### src/design/scr_pkg.sv
// scr_pkg: register map, field layout, reset values and carriers for the
// converter system control register slice.
// assumes a classic wishbone master with 32-bit data on the same clock.
package scr_pkg;

  // register indices as printed; byte address is four times the index
  localparam logic [7:0] IDX_SYSTEM_CONTROL = 8'h09;
  localparam logic [7:0] IDX_RESERVED_0A = 8'h0a;
  localparam logic [7:0] IDX_OFFSET_LOW = 8'h0b;
  localparam logic [7:0] IDX_OFFSET_HIGH = 8'h0c;
  localparam int ADDR_LSB = 2;
  localparam int IDX_W = 8;

  // reset values
  localparam logic [7:0] RST_SYSTEM_CONTROL = 8'h10;
  localparam logic [7:0] RST_RESERVED_0A = 8'h00;
  localparam logic [7:0] RST_OFFSET_LOW = 8'h00;
  localparam logic [7:0] RST_OFFSET_HIGH = 8'h00;

  // system control field positions
  localparam int POS_MON_HI = 7;
  localparam int POS_MON_LO = 5;
  localparam int POS_AVG_HI = 4;
  localparam int POS_AVG_LO = 3;
  localparam int POS_TIMEOUT = 2;
  localparam int POS_CRC = 1;
  localparam int POS_STATUS = 0;

  // monitor select codes
  typedef enum logic [2:0] {
    SCR_MON_OFF = 3'b000,
    SCR_MON_MIDSUPPLY = 3'b001,
    SCR_MON_TEMP = 3'b010,
    SCR_MON_ANALOG_SUPPLY = 3'b011,
    SCR_MON_DIGITAL_SUPPLY = 3'b100,
    SCR_MON_BURNOUT_LOW = 3'b101,
    SCR_MON_BURNOUT_MID = 3'b110,
    SCR_MON_BURNOUT_HIGH = 3'b111
  } scr_mon_t;

  // burn-out current selection, one-hot: 0.2 ua, 1 ua, 10 ua
  localparam logic [2:0] BURN_NONE = 3'b000;
  localparam logic [2:0] BURN_0P2_UA = 3'b001;
  localparam logic [2:0] BURN_1_UA = 3'b010;
  localparam logic [2:0] BURN_10_UA = 3'b100;

  // calibration sample counts for codes 00..11
  localparam logic [4:0] CAL_SAMPLES_0 = 5'h01;
  localparam logic [4:0] CAL_SAMPLES_1 = 5'h04;
  localparam logic [4:0] CAL_SAMPLES_2 = 5'h08;
  localparam logic [4:0] CAL_SAMPLES_3 = 5'h10;

  // amplifier enable code required for the temperature measurement
  localparam logic [1:0] AMP_EN_TEMP = 2'b01;
  localparam logic [2:0] GAIN_UNITY = 3'h0; // gain field code for x1

  // decoded analog control carried to the front end
  typedef struct packed {
    logic inputs_shorted;   // amplifier inputs at mid-supply
    logic temp_sensor;      // temperature sensor routed
    logic analog_supply;    // analog supply difference / 4
    logic digital_supply;   // digital supply / 4
    logic mux_open;         // input multiplexer switches open
    logic [2:0] burnout;    // one-hot burn-out current
    logic [2:0] eff_gain;   // gain code actually applied
    logic temp_misconfig;   // temperature chosen without amplifier enabled
  } scr_analog_t;

  // framing controls carried to the serial output path
  typedef struct packed {
    logic timeout_en;
    logic crc_en;
    logic status_en;
    logic [4:0] cal_samples;
  } scr_frame_t;

endpackage : scr_pkg

### src/design/scr_reg8.sv
// scr_reg8: one eight-bit software register with reset value and write enable.
// assumes the caller qualifies the write with the bus handshake.
module scr_reg8 #(
  parameter logic [7:0] RESET_VALUE = 8'h00
) (
  input wire logic ref_clk,     // device clock
  input wire logic resetn,      // async reset, active low
  input wire logic clk_en,      // freezes the register while low
  input wire logic wr,          // write strobe
  input wire logic [7:0] wdata, // write data
  output logic [7:0] q          // held value
);

  // hold last written value, reset to the documented default
  always_ff @(posedge ref_clk or negedge resetn)
  begin
    if (!resetn)
      q <= RESET_VALUE;
    else if (clk_en && wr)
      q <= wdata;
  end

endmodule : scr_reg8

### src/design/scr_regs.sv
// scr_regs: system control, reserved and offset calibration registers with
// decode of the monitor, averaging and framing controls.
// assumes a classic wishbone master on ref_clk; the serial framing, crc
// engine and analog front end sit outside and consume the decoded outputs.
// Contract
// monitor 000 off; 001 shorts inputs mid-supply
// monitor 010 routes temperature sensor, amplifier on
// host keeps gain four or less for temperature
// 011 analog supply/4, 100 digital supply/4
// supply monitors force effective gain to one
// 101,110,111 give 0.2, 1, 10 ua burn-out
// mux switches open for shorted, temp, supply
// averaging field sets calibration sample count
// averaging codes give 1,4,8,16; reset eight
// bit 2 enables serial timeout, reset off
// bit 1 appends check byte, reset off
// check byte covers result and status byte
// bit 0 prefixes status byte, reset off
// register 0ah reserved, reads 00h, host writes 00h
// register 0bh holds offset low byte, reset 00h
// system control at 09h, resets to 10h
// register 0ch holds offset high byte, reset 00h
// read-write fields read back last written value
//
// The Wishbone register port was left to the implementer.
module scr_regs (
  input wire logic ref_clk,             // device clock, 40 mhz
  input wire logic resetn,              // async reset, active low
  input wire logic clk_en,              // freezes all state while low
  input wire logic wb_cyc_i,            // wishbone cycle
  input wire logic wb_stb_i,            // wishbone strobe
  input wire logic wb_we_i,             // wishbone write
  input wire logic [31:0] wb_adr_i,     // byte address
  input wire logic [31:0] wb_dat_i,     // write data
  input wire logic [3:0] wb_sel_i,      // byte lane selects
  output logic [31:0] wb_dat_o,         // read data, registered
  output logic wb_ack_o,                // acknowledge, registered
  output logic wb_err_o,                // error on unmapped address
  input wire logic [2:0] gain_setting,  // user gain code from the gain field
  input wire logic [1:0] amplifier_enable, // amplifier enable code
  output scr_pkg::scr_analog_t analog_ctrl, // decoded analog controls
  output scr_pkg::scr_frame_t frame_ctrl,   // serial framing controls
  output logic [15:0] offset_correction     // sixteen-bit offset value
);

  logic req;
  logic [scr_pkg::IDX_W-1:0] idx;
  logic hit_sys;
  logic hit_rsv;
  logic hit_ofl;
  logic hit_ofh;
  logic mapped;
  logic wr_lane0;
  logic [7:0] system_control;
  logic [7:0] offset_correction_low;
  logic [7:0] offset_correction_high;
  logic [7:0] next_rdata;
  scr_pkg::scr_mon_t monitor_select;
  logic [1:0] calibration_average_count;
  scr_pkg::scr_analog_t next_analog;
  scr_pkg::scr_frame_t next_frame;

  // decode; a new request only while ack is low so each cycle answers once
  assign req = wb_cyc_i && wb_stb_i && !wb_ack_o && !wb_err_o;
  assign idx = wb_adr_i[scr_pkg::ADDR_LSB +: scr_pkg::IDX_W];
  assign mapped = (wb_adr_i[31:scr_pkg::ADDR_LSB+scr_pkg::IDX_W] == '0)
    && (wb_adr_i[scr_pkg::ADDR_LSB-1:0] == 2'h0);
  assign hit_sys = mapped && (idx == scr_pkg::IDX_SYSTEM_CONTROL);
  assign hit_rsv = mapped && (idx == scr_pkg::IDX_RESERVED_0A);
  assign hit_ofl = mapped && (idx == scr_pkg::IDX_OFFSET_LOW);
  assign hit_ofh = mapped && (idx == scr_pkg::IDX_OFFSET_HIGH);
  // only the low lane carries register data; upper lanes are ignored
  assign wr_lane0 = req && wb_we_i && wb_sel_i[0];

  // system control register at 09h, reset 10h
  scr_reg8 #(
    .RESET_VALUE(scr_pkg::RST_SYSTEM_CONTROL)
  ) u_system_control (
    .ref_clk(ref_clk),
    .resetn(resetn),
    .clk_en(clk_en),
    .wr(wr_lane0 && hit_sys),
    .wdata(wb_dat_i[7:0]),
    .q(system_control)
  );

  // offset calibration low byte at 0bh
  scr_reg8 #(
    .RESET_VALUE(scr_pkg::RST_OFFSET_LOW)
  ) u_offset_low (
    .ref_clk(ref_clk),
    .resetn(resetn),
    .clk_en(clk_en),
    .wr(wr_lane0 && hit_ofl),
    .wdata(wb_dat_i[7:0]),
    .q(offset_correction_low)
  );

  // offset calibration high byte at 0ch
  scr_reg8 #(
    .RESET_VALUE(scr_pkg::RST_OFFSET_HIGH)
  ) u_offset_high (
    .ref_clk(ref_clk),
    .resetn(resetn),
    .clk_en(clk_en),
    .wr(wr_lane0 && hit_ofh),
    .wdata(wb_dat_i[7:0]),
    .q(offset_correction_high)
  );

  // field extraction
  assign monitor_select =
    scr_pkg::scr_mon_t'(system_control[scr_pkg::POS_MON_HI:scr_pkg::POS_MON_LO]);
  assign calibration_average_count =
    system_control[scr_pkg::POS_AVG_HI:scr_pkg::POS_AVG_LO];

  // read mux; the reserved register has no storage and always reads 00h
  always_comb
  begin
    next_rdata = 8'h00;
    if (hit_sys)
      next_rdata = system_control;
    else if (hit_rsv)
      next_rdata = scr_pkg::RST_RESERVED_0A;
    else if (hit_ofl)
      next_rdata = offset_correction_low;
    else if (hit_ofh)
      next_rdata = offset_correction_high;
  end

  // bus answer one cycle after the request; writes to 0ah are dropped
  // silently, which keeps host code that writes 00h there harmless
  always_ff @(posedge ref_clk or negedge resetn)
  begin
    if (!resetn)
    begin
      wb_ack_o <= 1'b0;
      wb_err_o <= 1'b0;
      wb_dat_o <= 32'h0000_0000;
    end
    else if (clk_en)
    begin
      wb_ack_o <= req && (hit_sys || hit_rsv || hit_ofl || hit_ofh);
      wb_err_o <= req && !(hit_sys || hit_rsv || hit_ofl || hit_ofh);
      if (req && !wb_we_i)
        wb_dat_o <= {24'h00_0000, next_rdata};
    end
  end

  // monitor decode into analog front-end controls
  always_comb
  begin
    next_analog = '0;
    next_analog.eff_gain = gain_setting;
    case (monitor_select)
      scr_pkg::SCR_MON_OFF:
      begin
        next_analog.mux_open = 1'b0;
      end
      scr_pkg::SCR_MON_MIDSUPPLY:
      begin
        next_analog.inputs_shorted = 1'b1;
        next_analog.mux_open = 1'b1;
      end
      scr_pkg::SCR_MON_TEMP:
      begin
        next_analog.temp_sensor = 1'b1;
        next_analog.mux_open = 1'b1;
        // flag only; the gain limit of four is left to the host
        next_analog.temp_misconfig =
          (amplifier_enable != scr_pkg::AMP_EN_TEMP);
      end
      scr_pkg::SCR_MON_ANALOG_SUPPLY:
      begin
        next_analog.analog_supply = 1'b1;
        next_analog.mux_open = 1'b1;
        next_analog.eff_gain = scr_pkg::GAIN_UNITY;
      end
      scr_pkg::SCR_MON_DIGITAL_SUPPLY:
      begin
        next_analog.digital_supply = 1'b1;
        next_analog.mux_open = 1'b1;
        next_analog.eff_gain = scr_pkg::GAIN_UNITY;
      end
      scr_pkg::SCR_MON_BURNOUT_LOW:
        next_analog.burnout = scr_pkg::BURN_0P2_UA;
      scr_pkg::SCR_MON_BURNOUT_MID:
        next_analog.burnout = scr_pkg::BURN_1_UA;
      scr_pkg::SCR_MON_BURNOUT_HIGH:
        next_analog.burnout = scr_pkg::BURN_10_UA;
      default:
        next_analog.burnout = scr_pkg::BURN_NONE;
    endcase
  end

  // framing controls and calibration sample count
  always_comb
  begin
    next_frame = '0;
    next_frame.timeout_en = system_control[scr_pkg::POS_TIMEOUT];
    // the crc engine downstream covers result plus status when both set
    next_frame.crc_en = system_control[scr_pkg::POS_CRC];
    next_frame.status_en = system_control[scr_pkg::POS_STATUS];
    case (calibration_average_count)
      2'h0: next_frame.cal_samples = scr_pkg::CAL_SAMPLES_0;
      2'h1: next_frame.cal_samples = scr_pkg::CAL_SAMPLES_1;
      2'h2: next_frame.cal_samples = scr_pkg::CAL_SAMPLES_2;
      2'h3: next_frame.cal_samples = scr_pkg::CAL_SAMPLES_3;
      default: next_frame.cal_samples = scr_pkg::CAL_SAMPLES_2;
    endcase
  end

  // outputs registered: one cycle behind the register contents
  always_ff @(posedge ref_clk or negedge resetn)
  begin
    if (!resetn)
    begin
      analog_ctrl <= '0;
      frame_ctrl <= '0;
      offset_correction <= 16'h0000;
    end
    else if (clk_en)
    begin
      analog_ctrl <= next_analog;
      frame_ctrl <= next_frame;
      offset_correction <= {offset_correction_high,
        offset_correction_low};
    end
  end

  // supply monitors always show unity gain one cycle later
  a_unity_gain: assert property (
    @(posedge ref_clk) disable iff (!resetn)
    clk_en && (monitor_select == scr_pkg::SCR_MON_ANALOG_SUPPLY ||
    monitor_select == scr_pkg::SCR_MON_DIGITAL_SUPPLY)
    |=> analog_ctrl.eff_gain == scr_pkg::GAIN_UNITY)
    else $error("supply monitor gain not unity");

  // input switches open exactly for shorted, temperature and supply codes
  a_mux_open: assert property (
    @(posedge ref_clk) disable iff (!resetn)
    clk_en |=> analog_ctrl.mux_open == ($past(monitor_select) inside {
    scr_pkg::SCR_MON_MIDSUPPLY, scr_pkg::SCR_MON_TEMP,
    scr_pkg::SCR_MON_ANALOG_SUPPLY, scr_pkg::SCR_MON_DIGITAL_SUPPLY}))
    else $error("mux switch state wrong for monitor code");

  // highest burn-out code selects the largest current source
  a_burnout_code: assert property (
    @(posedge ref_clk) disable iff (!resetn)
    clk_en && monitor_select == scr_pkg::SCR_MON_BURNOUT_HIGH
    |=> analog_ctrl.burnout == scr_pkg::BURN_10_UA)
    else $error("burn-out current not at high setting");

  // temperature code routes the sensor, inputs not shorted
  a_temp_route: assert property (
    @(posedge ref_clk) disable iff (!resetn)
    clk_en && monitor_select == scr_pkg::SCR_MON_TEMP
    |=> analog_ctrl.temp_sensor && !analog_ctrl.inputs_shorted)
    else $error("temperature sensor not routed");

  // monitor off releases every analog control except eff_gain, which carries gain_setting; the reset release edge is
  // skipped since the outputs are still cleared at the edge after it
  a_mon_off: assert property (
    @(posedge ref_clk) disable iff (!resetn)
    clk_en && resetn && monitor_select == scr_pkg::SCR_MON_OFF
    |=> !analog_ctrl.mux_open && !analog_ctrl.inputs_shorted &&
    !analog_ctrl.temp_sensor && !analog_ctrl.analog_supply &&
    !analog_ctrl.digital_supply &&
    analog_ctrl.burnout == scr_pkg::BURN_NONE &&
    analog_ctrl.eff_gain == $past(gain_setting))
    else $error("monitor off still drives analog controls");

  // largest averaging code selects sixteen samples
  a_avg_count: assert property (
    @(posedge ref_clk) disable iff (!resetn)
    clk_en && calibration_average_count == 2'h3
    |=> frame_ctrl.cal_samples == scr_pkg::CAL_SAMPLES_3)
    else $error("sixteen-sample averaging not selected");

  // framing enables copy their register bits one cycle later
  a_frame_bits: assert property (
    @(posedge ref_clk) disable iff (!resetn)
    clk_en |=>
    frame_ctrl.timeout_en == $past(system_control[scr_pkg::POS_TIMEOUT]) &&
    frame_ctrl.crc_en == $past(system_control[scr_pkg::POS_CRC]) &&
    frame_ctrl.status_en == $past(system_control[scr_pkg::POS_STATUS]))
    else $error("framing controls do not follow register");

  // reserved register has no storage and answers zero
  a_rsv_read: assert property (
    @(posedge ref_clk) disable iff (!resetn)
    clk_en && req && !wb_we_i && hit_rsv
    |=> wb_ack_o && wb_dat_o == 32'h0000_0000)
    else $error("reserved register read nonzero");

  // offset low byte takes a lane-0 write at the taking edge
  a_write_back: assert property (
    @(posedge ref_clk) disable iff (!resetn)
    clk_en && wr_lane0 && hit_ofl
    |=> offset_correction_low == $past(wb_dat_i[7:0]))
    else $error("offset low byte did not take write");

  // system control reads back its held value
  a_sys_read: assert property (
    @(posedge ref_clk) disable iff (!resetn)
    clk_en && req && !wb_we_i && hit_sys
    |=> wb_ack_o && wb_dat_o[7:0] == $past(system_control))
    else $error("system control readback mismatch");

  // offset high byte reads back its held value
  a_ofh_read: assert property (
    @(posedge ref_clk) disable iff (!resetn)
    clk_en && req && !wb_we_i && hit_ofh
    |=> wb_ack_o && wb_dat_o[7:0] == $past(offset_correction_high))
    else $error("offset high byte readback mismatch");

  // one answer per request: ack is a single-cycle pulse
  a_ack_drop: assert property (
    @(posedge ref_clk) disable iff (!resetn)
    clk_en && wb_ack_o |=> !wb_ack_o)
    else $error("ack held more than one cycle");

endmodule : scr_regs

### config.mk
export PLATFORM = sky130hd
export DESIGN_NAME = scr_regs
export DESIGN_NICKNAME = d
export VERILOG_FILES = /design/src/design/scr_pkg.sv /design/src/design/scr_reg8.sv /design/src/design/scr_regs.sv
export SDC_FILE = /design/constraint.sdc
export NUM_CORES = 1
export LEC_CHECK = 0
export ABC_CLOCK_PERIOD_IN_PS = 2200
export BUFFER_PORTS_ARGS = -buffer_cell sky130_fd_sc_hd__buf_2
export CAP_MARGIN = 25
export CORE_MARGIN = 3
export CORE_UTILIZATION = 47
export DETAILED_ROUTE_END_ITERATION = 7
export GPL_TIMING_DRIVEN = 0
export PLACE_DENSITY_LB_ADDON = 0.25
export SLEW_MARGIN = 20
export SYNTH_ARGS = -nofsm -noshare
export SYNTH_HDL_FRONTEND = slang
export SYNTH_SLANG_ARGS = --single-unit
### constraint.sdc
create_clock -name ref_clk -period 2.2 [get_ports ref_clk]
set_input_delay 0.33 -clock ref_clk [delete_from_list [all_inputs] [get_ports ref_clk]]
set_output_delay 0.33 -clock ref_clk [all_outputs]
set_load 0.01 [all_outputs]
# Yosys cells after proc, flatten, opt, wreduce, memory -nomap -nowiden
# Index checks and enable logic that the tools add are counted.
[op_classes] n_eq_ne=15 mux=13 reduce_logical=32
[op_table] op="== test 8 x 4 -> 1 bit, second input constant" n=4
[op_table] op="2-to-1 mux 8 bit" n=4
[op_table] op="zero test 22 bit" n=1
[op_table] op="case mux 5 bit (4 select lines)" n=1
[op_table] op="logical AND 1 bit" n=19
[op_table] op="== test 3 bit, second input constant" n=4
[op_table] op="case mux 3 bit (3 select lines)" n=1
[op_table] op="== test 3 x 2 -> 1 bit, second input constant" n=2
[op_table] op="2-to-1 mux 1 bit" n=6
[op_table] op="== test 2 bit, second input constant" n=2
[op_table] op="zero test 1 bit" n=4
[op_table] op="zero test 2 bit" n=2
[op_table] op="OR reduction 4 bit" n=1
[op_table] op="== test 3 x 1 -> 1 bit, second input constant" n=1
[op_table] op="logical OR 1 bit" n=3
[op_table] op="2-to-1 mux 3 bit" n=1
[op_table] op="== test 2 x 1 -> 1 bit, second input constant" n=1
[op_table] op="inequality test 2 x 1 -> 1 bit, second input constant" n=1
[op_table] op="AND reduction 2 bit" n=1
[op_table] op="OR reduction 2 bit" n=1
[word_totals] reg_bits=70 in_bits=79 output_inout_bits=70

# Depth between registers and ports, before layout
# Gate-level depths: netlist of run 1.
[depth] ltp_word=8 ltp_mapped=6 mapped_depth_nobuf=4

# Cells and area by module
# Synthesis of run 1 repeated with hierarchy kept, for this count alone.
[hier_totals] cells_unflattened=295 hier_area_um2=3420.8
[modules_own_cells] module="scr_regs" n_inst=1 cells_per_inst=244 area_each_um2=2529.9 seq_area_each_um2=1126.1
[modules_own_cells] module="scr_reg8 (u_offset_high ...)" n_inst=2 cells_per_inst=17 area_each_um2=296.5 seq_area_each_um2=200.2
[modules_own_cells] module="scr_reg8 (u_system_control)" n_inst=1 cells_per_inst=17 area_each_um2=297.8 seq_area_each_um2=201.4

# Worst setup path after synthesis of run 1
# OpenSTA, ideal clock, no wires.
[synth_path] path_kind="reg2reg" from="register wb_err_o" to="register u_system_control.q[1]" setup_time_ps=125 t_arrival_ps=1904 required_time_ps=2075 setup_slack_ps=171 stages_incl_launch_ff=5 path_buffers=0 period_less_slack_ps=2029 path_cell_list="dfrtp_1 and4bb_2 nand4_1 nor4_4 mux2_2"
[synth_via] elab_chain_cells=6
[synth_rtl] element="from (decl)" line="scr_regs.sv:38" text="output logic wb_err_o,"
[synth_rtl] element="from (signal assigned)" line="scr_regs.sv:144" text="wb_err_o <= req && !(hit_sys || hit_rsv || hit_ofl || hit_ofh);"
[synth_rtl] element="zero test 1 bit" line="scr_regs.sv:64" text="assign req = wb_cyc_i && wb_stb_i && !wb_ack_o && !wb_err_o;"
[synth_rtl] element="logical AND 1 bit" line="scr_regs.sv:64"
[synth_rtl] element="logical AND 1 bit (2 in a row)" line="scr_regs.sv:73" text="assign wr_lane0 = req && wb_we_i && wb_sel_i[0];"
[synth_rtl] element="logical AND 1 bit" line="scr_regs.sv:82" text=".wr(wr_lane0 && hit_sys),"
[synth_rtl] element="logical AND 1 bit" line="scr_reg8.sv:19" text="else if (clk_en && wr)"
[synth_rtl] element="to (signal assigned)" line="scr_reg8.sv:20" text="q <= wdata;"
[synth_rtl] element="to (decl)" line="scr_reg8.sv:11" text="output logic [7:0] q"
# No other way between the ends.
# A chain may end at the register's enable or synchronous reset.

# Worst setup path in the final report of run 1
[layout_path] from="register wb_err_o" to="register u_offset_low.q[3]"
[layout_via] elab_chain_cells=6
[layout_rtl] element="zero test 1 bit" line="scr_regs.sv:64"
[layout_rtl] element="logical AND 1 bit" line="scr_regs.sv:64"
[layout_rtl] element="logical AND 1 bit (2 in a row)" line="scr_regs.sv:73"
[layout_rtl] element="logical AND 1 bit" line="scr_regs.sv:94" text=".wr(wr_lane0 && hit_ofl),"
[layout_rtl] element="logical AND 1 bit" line="scr_reg8.sv:19"
[layout_rtl] element="to (signal assigned)" line="scr_reg8.sv:20"
[layout_rtl] element="to (decl)" line="scr_reg8.sv:11"
# No other way between the ends.

==> results.py, run 1 <==
metrics = {
    "status": {
        "outcome": "finished, final reports clean",
    },
    "clock_tree": {
        "clk_path_buf_depth": 2,
        "cts_tree": "built",
        "clk_latency_ps": 330,
        "cts_root_buffer": "clkbuf_8",
        "clk_pin_slew_ps": 80,
        "cts_resized": 0,
        "h-tree-depth": 3,
        "numCtsBuffers": 9,
        "clock_sinks": 69,
    },
    "finish": {
        "n_antenna_cell": 0,
        "design_area_sq_um": 4180,
        "fillers": 524,
        "multi_input_area_sq_um": 1260,
        "drive_above_1_share_pct": 48.9,
        "postLayoutCoreUtil_pct": 64.8,
        "fin_nets": 477,
        "syn_to_final_growth_pct": 31.3,
        "seq_area_sq_um": 1730,
        "stdcell_count": 480,
    },
    "route": {
        "drt_iter0_markers": 92,
        "vias": 2395,
        "drtAntennaViolNets": 0,
        "routed_wl_um": 7540,
        "drc": 0,
        "vias_per_cell": 4.99,
        "routedWlPerCell_um": 15.7,
        "first_pass_iters": 4,
    },
    "worst_setup_path": {
        "cp_max_fo": 5,
        "critPathTopFamily": "simple AND/OR/NAND/NOR gates",
        "critical-path-max-stage-delay_ps": 390,
        "cp.buffers_inverters": 1,
        "crit_type": "reg2reg",
        "worstPathCellList": "and4bb_2 -> nand4_1 -> nor4b_4 -> buf_4 -> mux2_2",
        "cp_slowest_cell": "dfrtp_1",
        "cp.arrival_ps": 2280,
        "cp.required_ps": 2410,
        "cp-end-kind": "register",
        "worstSetupStartpointType": "register",
    },
    "placed_design": {
        "portBuffers": 96,
        "hpwl_um": 5400,
        "place_inst": 459,
        "gp_congestion": 0.760,
        "dpl-instance-area_sq_um": 3880,
    },
    "grt": {
        "antenna_found_initial": 0,
        "grt_pass1_wl_um": 12100,
        "grt_pass1_vias": 2447,
        "grt_usage_pct": 20.6,
        "overflow": 0,
        "grt_start_max_net_pins": 57,
    },
    "synthesis": {
        "synth_top_area_share_pct": 53.4,
        "yosysMostFrequentCell": "dfrtp_1",
        "yosysTopAreaCell": "dfrtp_1",
        "synth_cell_types": 37,
        "ys.flop_type": "dfrtp_1",
        "ys_warn_count": 0,
        "ys_async_sr_fraction_pct": 100,
        "synth_edf_count": 0,
        "synthTopCellsByCount": "dfrtp_1 (68), mux2_2 (46), buf_4 (25), nand2_1 (17), inv_1 (14)",
        "synth-seq-area-share_pct": 54.2,
        "synth.avg_cell_area_sq_um": 12.2,
        "synth_seq_cells": 69,
        "netlist_top_cells_area": "dfrtp_1 (53%), mux2_2 (16%), buf_4 (5.9%)",
        "syn_area_sq_um": 3190,
        "syn_inst": 261,
    },
    "floorplan": {
        "rows": 29,
        "die-height_um": 88.3,
        "die-width_um": 88.3,
        "start_util_pct": 49.3,
        "die-area_sq_um": 7800,
        "io-pin-count": 149,
        "coreArea_sq_um": 6460,
    },
    "power_and_ir_drop": {
        "p_leak_nw": 2.26,
        "vdd_drop_max_v": 0.000546,
        "powerDensity_nw_per_um2": 659,
        "power_w": 0.00276,
    },
    "timing": {
        "hold_viol": 0,
        "relSlewSlack_pct": 50.9,
        "fin_crit_ps": 2060,
        "drv_slew": 0,
        "finalSetupViolCount": 0,
        "rsz0062_at_grt": "no",
        "fin_crit_sh_pct": 93.8,
        "tightest_slew_ps": 737,
        "max_freq_ghz": 0.484,
        "finClkSkew_ps": 6.45,
    },
    "min_path": {
        "hold_path.class": "in2reg",
    },
    "run": {
        "drv_cap": 0,
    },
}
==> repair_timing <==
item	in CTS	in global routing
pin swaps	3	1
endpoints found under the setup margin	24	3
setup buffers	4	0
hold endpoints to repair	12	0
hold buffers	1	0
==> state kept, by name, indices dropped and copies added, names as in the netlist <==
register,flops
offset_correction,16
analog_ctrl,12
u_offset_high.q,8
u_offset_low.q,8
u_system_control.q,8
wb_dat_o,8
frame_ctrl,7
wb_ack_o,1
wb_err_o,1
==> cell families (layout without fill, tap and decap cells) <==
kind of cell,count (synthesis),in the layout,synth area share [%]
DFF,69,69,54.2
and+or+nand+nor,53,53,10.7
buffers and inverters,51,169,9.07
muxes,48,48,16.9
AOI/OAI and AO/OA,37,37,8.37
xor gates and xnor gates,2,2,0.550
other,1,25,0.118
==> area by class of cell <==
cell class	instances	share of cell area (%)
sequential	69	41.3
multi-input combinational	165	30.1
inverter	14	1.26
clock inverter	5	2.54
buffer	37	5.65
tap	77	2.30
clock buffer	11	3.38
timing repair buffer	102	13.5
==> path summary, 6_finish.rpt <==
kind	slack, ps	depth (start not counted)	startpoint	end
max	140	5	wb_err_o	u_offset_low.q[3]
min	230	3	gain_setting[0]	analog_ctrl[1]
max reg2reg	140	5	wb_err_o	u_offset_low.q[3]
min reg2reg	480	2	wb_dat_o[4]	wb_dat_o[4]
max in group asynchronous	1280	3	resetn	frame_ctrl[6]
min in group asynchronous	390	2	resetn	frame_ctrl[3]
==> worst reg2reg max path: cells and delay by family (launching register included) <==
family	cells	cell delay, ps
DFF	1	390
and+or+nand+nor	3	1010
muxes	1	340
buffers and inverters	1	200
==> cells in the final DEF, fill, tap and decap left out, types with 3 or more instances in the layout <==
| master | synthesis | layout |
|---|---|---|
| buf_4 | 25 | 29 |
| buf_2 | 3 | 98 |
| clkbuf_8 | 0 | 10 |
| nand2b_1 | 3 | 3 |
| dfrtp_1 | 68 | 68 |
| nand3b_1 | 4 | 4 |
| o21ai_0 | 6 | 6 |
| o22ai_1 | 6 | 6 |
| bufinv_16 | 0 | 3 |
| nand3_1 | 3 | 3 |
| o31ai_1 | 8 | 8 |
| nor4_1 | 5 | 5 |
| nand2_1 | 17 | 17 |
| clkbuf_1 | 8 | 9 |
| mux2_2 | 46 | 46 |
| inv_1 | 14 | 14 |
| a2bb2oi_1 | 8 | 8 |
| nor2_1 | 5 | 5 |
| conb_1 | 1 | 25 |
| a22oi_1 | 8 | 8 |
==> metal layers <==
layer	part of all wire (%)	global-route usage, %	routed length, um	vias to the layer above
met4	0.74	5.08	56	0
li1	-	-	-	1155
met3	6.4	6.24	482	5
met5	0	0	0	-
met1	42	25.9	3130	1156
met2	51	34.9	3860	79
==> metrics by stage <==
stage / hold WS [ps] / worst slack [ps] / setup TNS [ps]
floorplan: 34.4 / 171 / 0
global placement: 460 / -157 / -3520
detailed placement: 197 / -196 / -3960
CTS: 212 / 137 / 0
global route: 212 / 11.3 / 0
finish: 228 / 136 / 0
==> power by group <==
part           internal, W  leakage (nW)  switching, W
Sequential         0.00127         0.949    0.00000328
Clock             0.000789         0.120      0.000473
Combinational    0.0000976          1.19      0.000119
(Power assumes the default switching activity.)
==> run 2: changes to the inputs <==
--- a/config.mk
+++ b/config.mk
@@ -5,7 +5,7 @@
 export SDC_FILE = /design/constraint.sdc
 export NUM_CORES = 1
 export LEC_CHECK = 0
-export ABC_CLOCK_PERIOD_IN_PS = 2200
+export ABC_CLOCK_PERIOD_IN_PS = 2320
 export BUFFER_PORTS_ARGS = -buffer_cell sky130_fd_sc_hd__buf_2
 export CAP_MARGIN = 25
 export CORE_MARGIN = 3
@@ -13,6 +13,7 @@
 export DETAILED_ROUTE_END_ITERATION = 7
 export GPL_TIMING_DRIVEN = 0
 export PLACE_DENSITY_LB_ADDON = 0.25
+export REMOVE_ABC_BUFFERS = 1
 export SLEW_MARGIN = 20
 export SYNTH_ARGS = -nofsm -noshare
 export SYNTH_HDL_FRONTEND = slang
==> constraint.sdc (replaced) <==
create_clock -name ref_clk -period 2.32 [get_ports ref_clk]
set_input_delay 0.348 -clock ref_clk [delete_from_list [all_inputs] [get_ports ref_clk]]
set_output_delay 0.348 -clock ref_clk [all_outputs]
set_load 0.01 [all_outputs]
==> run 2 against run 1 <==
- count of clock-buffer cells in the layout grew 2
- sequential cell count is the same
- core utilization shrank 4.9 points
- critical path depth grew 1
- wire length shrank 6.3%
- die area is the same
- clock skew shrank 2.5 ps
- final cell count shrank 7.3%
- critical endpoint is now u_offset_low.q[4]
- largest cell class unchanged
==> results.py, run 2 (same netlist as run 1, synthesis figures left out) <==
metrics = {
    "finish": {
        "stdcell_count": 445,
        "largest_reg_flops": 16,
        "fin_nets": 443,
        "postLayoutCoreUtil_pct": 59.8,
        "syn_to_final_growth_pct": 21.3,
        "mostFrequentLayoutCell": "buf_2",
        "n_antenna_cell": 0,
        "largest_register": "offset_correction",
        "layout_common_cells": "buf_2 (94), dfrtp_1 (68), mux2_2 (46)",
        "drive_above_1_share_pct": 46.2,
        "reg.largest.list": "offset_correction: 16 flops, analog_ctrl: 12 flops",
    },
    "route": {
        "vias_per_cell": 5.15,
        "routedWlPerCell_um": 15.9,
        "drt_iter0_markers": 103,
        "vias": 2293,
        "drtAntennaViolNets": 0,
        "first_pass_iters": 4,
        "drc": 0,
        "routed_wl_um": 7060,
    },
    "worst_setup_path": {
        "crit_start": "clk_en",
        "r2r_start": "wb_ack_o",
        "worst_path_most_repeated_cell": "buf_4",
        "worstSetupStartpointType": "input pin",
        "worstPathCellList": "buf_4 -> and4bb_2 -> nand4_1 -> nor4b_4 -> buf_4 -> mux2_2",
        "cp-end-kind": "register",
        "cp_max_fo": 48,
        "reg2reg_to": "u_offset_low.q[4]",
        "regToRegSetupSlack_ps": 220,
        "crit_type": "in2reg",
        "cp_slowest_cell": "buf_4",
        "cp.arrival_ps": 2410,
        "critical-path-max-stage-delay_ps": 430,
        "cp.required_ps": 2530,
        "reg2reg_depth": 5,
    },
    "floorplan": {
        "io-pin-count": 149,
        "die-width_um": 88.3,
        "start_util_pct": 49.3,
        "die-area_sq_um": 7800,
        "die-height_um": 88.3,
        "coreArea_sq_um": 6460,
        "rows": 29,
    },
    "clock_tree": {
        "cts_tree": "built",
        "clk_latency_ps": 330,
        "numCtsBuffers": 9,
        "h-tree-depth": 3,
        "clk_path_buf_depth": 2,
        "clock_sinks": 69,
        "cts_root_buffer": "clkbuf_8",
        "clk_pin_slew_ps": 70,
    },
    "placed_design": {
        "portBuffers": 96,
        "place_inst": 422,
        "gp_congestion": 0.694,
        "hpwl_um": 4920,
    },
    "power_and_ir_drop": {
        "p_leak_nw": 2.07,
        "power_switching_w": 0.000527,
        "p_int_w": 0.00168,
        "seqPwrFrac_pct": 54.9,
        "comb_power_share_pct": 7.4,
        "power_w": 0.00221,
        "power_frac_clock_pct": 37.7,
        "vdd_drop_max_v": 0.000336,
        "swShare_pct": 23.9,
        "powerDensity_nw_per_um2": 571,
    },
    "timing": {
        "finClkSkew_ps": 3.93,
        "setup_tns_ps": 0,
        "whs_ps": 253,
        "finalSetupViolCount": 0,
        "fin_crit_sh_pct": 94.6,
        "max_freq_ghz": 0.456,
        "rsz0062_at_grt": "no",
        "tightest_slew_ps": 787,
        "fin_crit_ps": 2200,
        "drv_slew": 0,
        "relSlewSlack_pct": 47.4,
        "hold_viol": 0,
    },
    "status": {
        "outcome": "finished, final reports clean",
    },
    "grt": {
        "grt_pass1_vias": 2287,
        "antenna_found_initial": 0,
        "overflow": 0,
        "grt_pass1_wl_um": 10700,
        "grt_usage_pct": 18.3,
        "grt_start_max_net_pins": 49,
    },
    "min_path": {
        "min_from": "gain_setting[1]",
        "whs_endpoint": "analog_ctrl[2]",
        "hold_path.class": "in2reg",
        "min_path_cells": 3,
    },
    "run": {
        "drv_cap": 0,
    },
}
run 2: area by class of cell:
type	instances	area [sq um]
Clock inverter	2	10.0
Sequential cell	69	1730
Timing Repair Buffer	105	568
Inverter	14	52.6
Clock buffer	13	149
Fill cell	559	2590
Multi-Input combinational cell	165	1260
Tap cell	77	96.3
run 2: worst max-delay path by stage:
| stage | slack, ps | to |
|---|---|---|
| finish | 120 | u_offset_low.q[4] |
| floorplan | 290 | u_system_control.q[1] |
| detailed placement | -800 | u_system_control.q[3] |
| CTS | 30 | u_offset_high.q[7] |
| global placement | -740 | u_system_control.q[3] |
| global route | 20 | u_offset_low.q[4] |
run 2: layer usage:
metal / share of wire, % / track usage [%] / wire length (um)
met5: 0 / 0 / 0
met1: 44 / 23.5 / 3100
met3: 6.1 / 2.70 / 431
met4: 1.4 / 8.24 / 102
met2: 48 / 30.9 / 3420
run 2: critical path, delay by kind of cell:
family	cells	cell delay [ps]
buf+inv	2	640
mux	1	340
simple gates	3	1060
run 2: power groups by stage:
| stage | Clock [W] | Sequential (W) | Combinational, W |
|---|---|---|---|
| after floorplan | 0 | 0.00124 | 0.0000525 |
| after global placement | 0 | 0.00123 | 0.000156 |
| after detailed placement | 0 | 0.00123 | 0.000164 |
| after CTS | 0.000853 | 0.00121 | 0.000166 |
| after global routing | 0.000903 | 0.00121 | 0.000184 |
| final | 0.000831 | 0.00121 | 0.000164 |
run 2: what timing repair did:
item / 4_1_cts / 5_1_grt
hold endpoints to repair: 32 / 0
pin swaps: 3 / 1
endpoints found under the setup margin: 24 / 8
buffers inserted: 5 / 2
hold buffers: 1 / 0
gates resized for setup: 2 / 0
run 2: metrics by stage:
step           cell area [sq um]  worst slack, ps
6_report                    3860              125
3_3_place_gp                3620             -743
2_1_floorplan               3040              291
3_5_place_dp                3640             -797
4_1_cts                     3850             33.1
5_1_grt                     3860             17.3
==> run 3: changes to the inputs <==
--- a/config.mk
+++ b/config.mk
@@ -6,7 +6,7 @@
 export NUM_CORES = 1
 export LEC_CHECK = 0
 export ABC_CLOCK_PERIOD_IN_PS = 2320
-export BUFFER_PORTS_ARGS = -buffer_cell sky130_fd_sc_hd__buf_2
+export BUFFER_PORTS_ARGS = -buffer_cell sky130_fd_sc_hd__buf_4
 export CAP_MARGIN = 25
 export CORE_MARGIN = 3
 export CORE_UTILIZATION = 47
@@ -14,6 +14,7 @@
 export GPL_TIMING_DRIVEN = 0
 export PLACE_DENSITY_LB_ADDON = 0.25
 export REMOVE_ABC_BUFFERS = 1
+export SKIP_CTS_REPAIR_TIMING = 1
 export SLEW_MARGIN = 20
 export SYNTH_ARGS = -nofsm -noshare
 export SYNTH_HDL_FRONTEND = slang
==> run 3 against run 2 <==
- worst setup slack improved by 4.0 ps
- largest cell class unchanged
- core utilization increased by 3.4 points
- sequential cell count unchanged
- critical path depth unchanged
- die area unchanged
- global-route usage decreased by 0.19 points
==> results.py, run 3 (same netlist as run 1, synthesis figures left out) <==
metrics = {
    "worst_setup_path": {
        "regToRegSetupSlack_ps": 220,
        "worstPathCellList": "buf_4 -> and4bb_2 -> nand4_1 -> nor4b_4 -> buf_4 -> mux2_2",
        "worst-path-stages": 6,
        "worstSetupStartpointType": "input pin",
        "crit_end": "u_offset_low.q[4]",
        "cp_max_fo": 48,
        "cp.buffers_inverters": 2,
        "critPathTopFamily": "simple AND/OR/NAND/NOR gates",
        "cp_slowest_cell": "buf_4",
        "critical-path-max-stage-delay_ps": 430,
        "reg2reg_depth": 5,
        "cp.arrival_ps": 2400,
        "r2r_start": "wb_err_o",
        "reg2reg_to": "u_offset_low.q[4]",
        "worst_path_most_repeated_cell": "buf_4",
        "cp.required_ps": 2530,
        "crit_type": "in2reg",
        "crit_start": "clk_en",
        "cp-end-kind": "register",
    },
    "timing": {
        "drv_slew": 0,
        "max_freq_ghz": 0.456,
        "whs_ps": 110,
        "fin_crit_ps": 2190,
        "tightest_slew_ps": 862,
        "relSlewSlack_pct": 42.6,
        "hold_viol": 0,
        "finClkSkew_ps": 7.31,
        "finalSetupViolCount": 0,
        "rsz0062_at_grt": "no",
        "fin_crit_sh_pct": 94.5,
    },
    "power_and_ir_drop": {
        "vdd_drop_max_v": 0.000342,
        "powerDensity_nw_per_um2": 556,
        "p_leak_nw": 2.10,
    },
    "floorplan": {
        "io-pin-count": 149,
        "start_util_pct": 49.3,
        "rows": 29,
        "die-height_um": 88.3,
        "coreArea_sq_um": 6460,
        "die-area_sq_um": 7800,
        "die-width_um": 88.3,
    },
    "grt": {
        "overflow": 0,
        "grt_start_max_net_pins": 70,
        "antenna_found_initial": 0,
        "grt_pass1_vias": 2144,
        "grt_usage_pct": 18.1,
        "grt_pass1_wl_um": 10700,
    },
    "route": {
        "first_pass_iters": 4,
        "vias_per_cell": 5.14,
        "drt_iter0_markers": 102,
        "routedWlPerCell_um": 16.0,
        "drtAntennaViolNets": 0,
        "vias": 2272,
        "drc": 0,
        "routed_wl_um": 7090,
    },
    "finish": {
        "postLayoutCoreUtil_pct": 63.3,
        "largest_reg_flops": 16,
        "largest_register": "offset_correction",
        "fin_nets": 439,
        "syn_to_final_growth_pct": 28.3,
        "n_antenna_cell": 0,
        "fillers": 535,
        "drive_above_1_share_pct": 46.6,
        "mostFrequentLayoutCell": "buf_4",
        "reg.largest.list": "offset_correction: 16 flops, analog_ctrl: 12 flops",
        "layout_common_cells": "buf_4 (100), dfrtp_1 (68), mux2_2 (46)",
    },
    "clock_tree": {
        "numCtsBuffers": 9,
        "clk_path_buf_depth": 2,
        "clk_latency_ps": 330,
        "clock_sinks": 69,
        "h-tree-depth": 3,
        "clk_pin_slew_ps": 70,
        "cts_tree": "built",
        "cts_root_buffer": "clkbuf_8",
    },
    "min_path": {
        "hold_path.class": "in2async",
    },
    "run": {
        "drv_cap": 0,
    },
    "placed_design": {
        "gp_congestion": 0.730,
        "hpwl_um": 4810,
        "portBuffers": 96,
    },
    "status": {
        "outcome": "finished, final reports clean",
    },
}
==> run 3: how the worst min path moves through the flow <==
stage / from / endpoint / depth (start not counted)
after floorplan: resetn / analog_ctrl[0] / 0
after CTS: resetn / frame_ctrl[3] / 1
after global placement: wb_dat_o[6] / wb_dat_o[6] / 2
after detailed placement: wb_dat_o[7] / wb_dat_o[7] / 2
after global routing: resetn / analog_ctrl[8] / 1
final: resetn / frame_ctrl[4] / 1
==> run 3: power breakdown <==
group	total [W]	switching, W	internal [W]	leakage, nW
clock	0.000879	0.000437	0.000442	0.0921
sequential	0.00121	0.00000329	0.00121	0.949
combinational	0.000183	0.000101	0.0000825	1.06
total	0.00227	0.000541	0.00173	2.10
==> run 3: cell type report <==
class                      instances  area [sq um]  share of cell area (%)
tap                               77          96.3                    2.36
timing repair buffer             101           771                    18.9
inverter                          14          52.6                    1.29
clock buffer                      12           155                    3.80
clock inverter                     4          22.5                   0.551
multi-input combinational        165          1260                    30.9
sequential                        69          1730                    42.3
==> run 3: per-stage QoR <==
stage	setup slack, ps	instances	power, W	instance area (sq um)	TNS, ps
finish	129	442	0.00227	4090	0
CTS	-185	437	0.00229	4030	-3140
detailed placement	-523	421	0.00142	3860	-11560
floorplan	291	248	0.00129	3040	0
global route	21.5	442	0.00237	4090	0
global placement	-496	421	0.00142	3860	-10450
==> run 3: per-layer routing <==
| layer | global-route usage (%) | share of wire [%] |
|---|---|---|
| met1 | 23.9 | 43 |
| met2 | 29.7 | 49 |
| met3 | 3.26 | 7.2 |
| met4 | 7.42 | 1.1 |
| met5 | 0 | 0 |
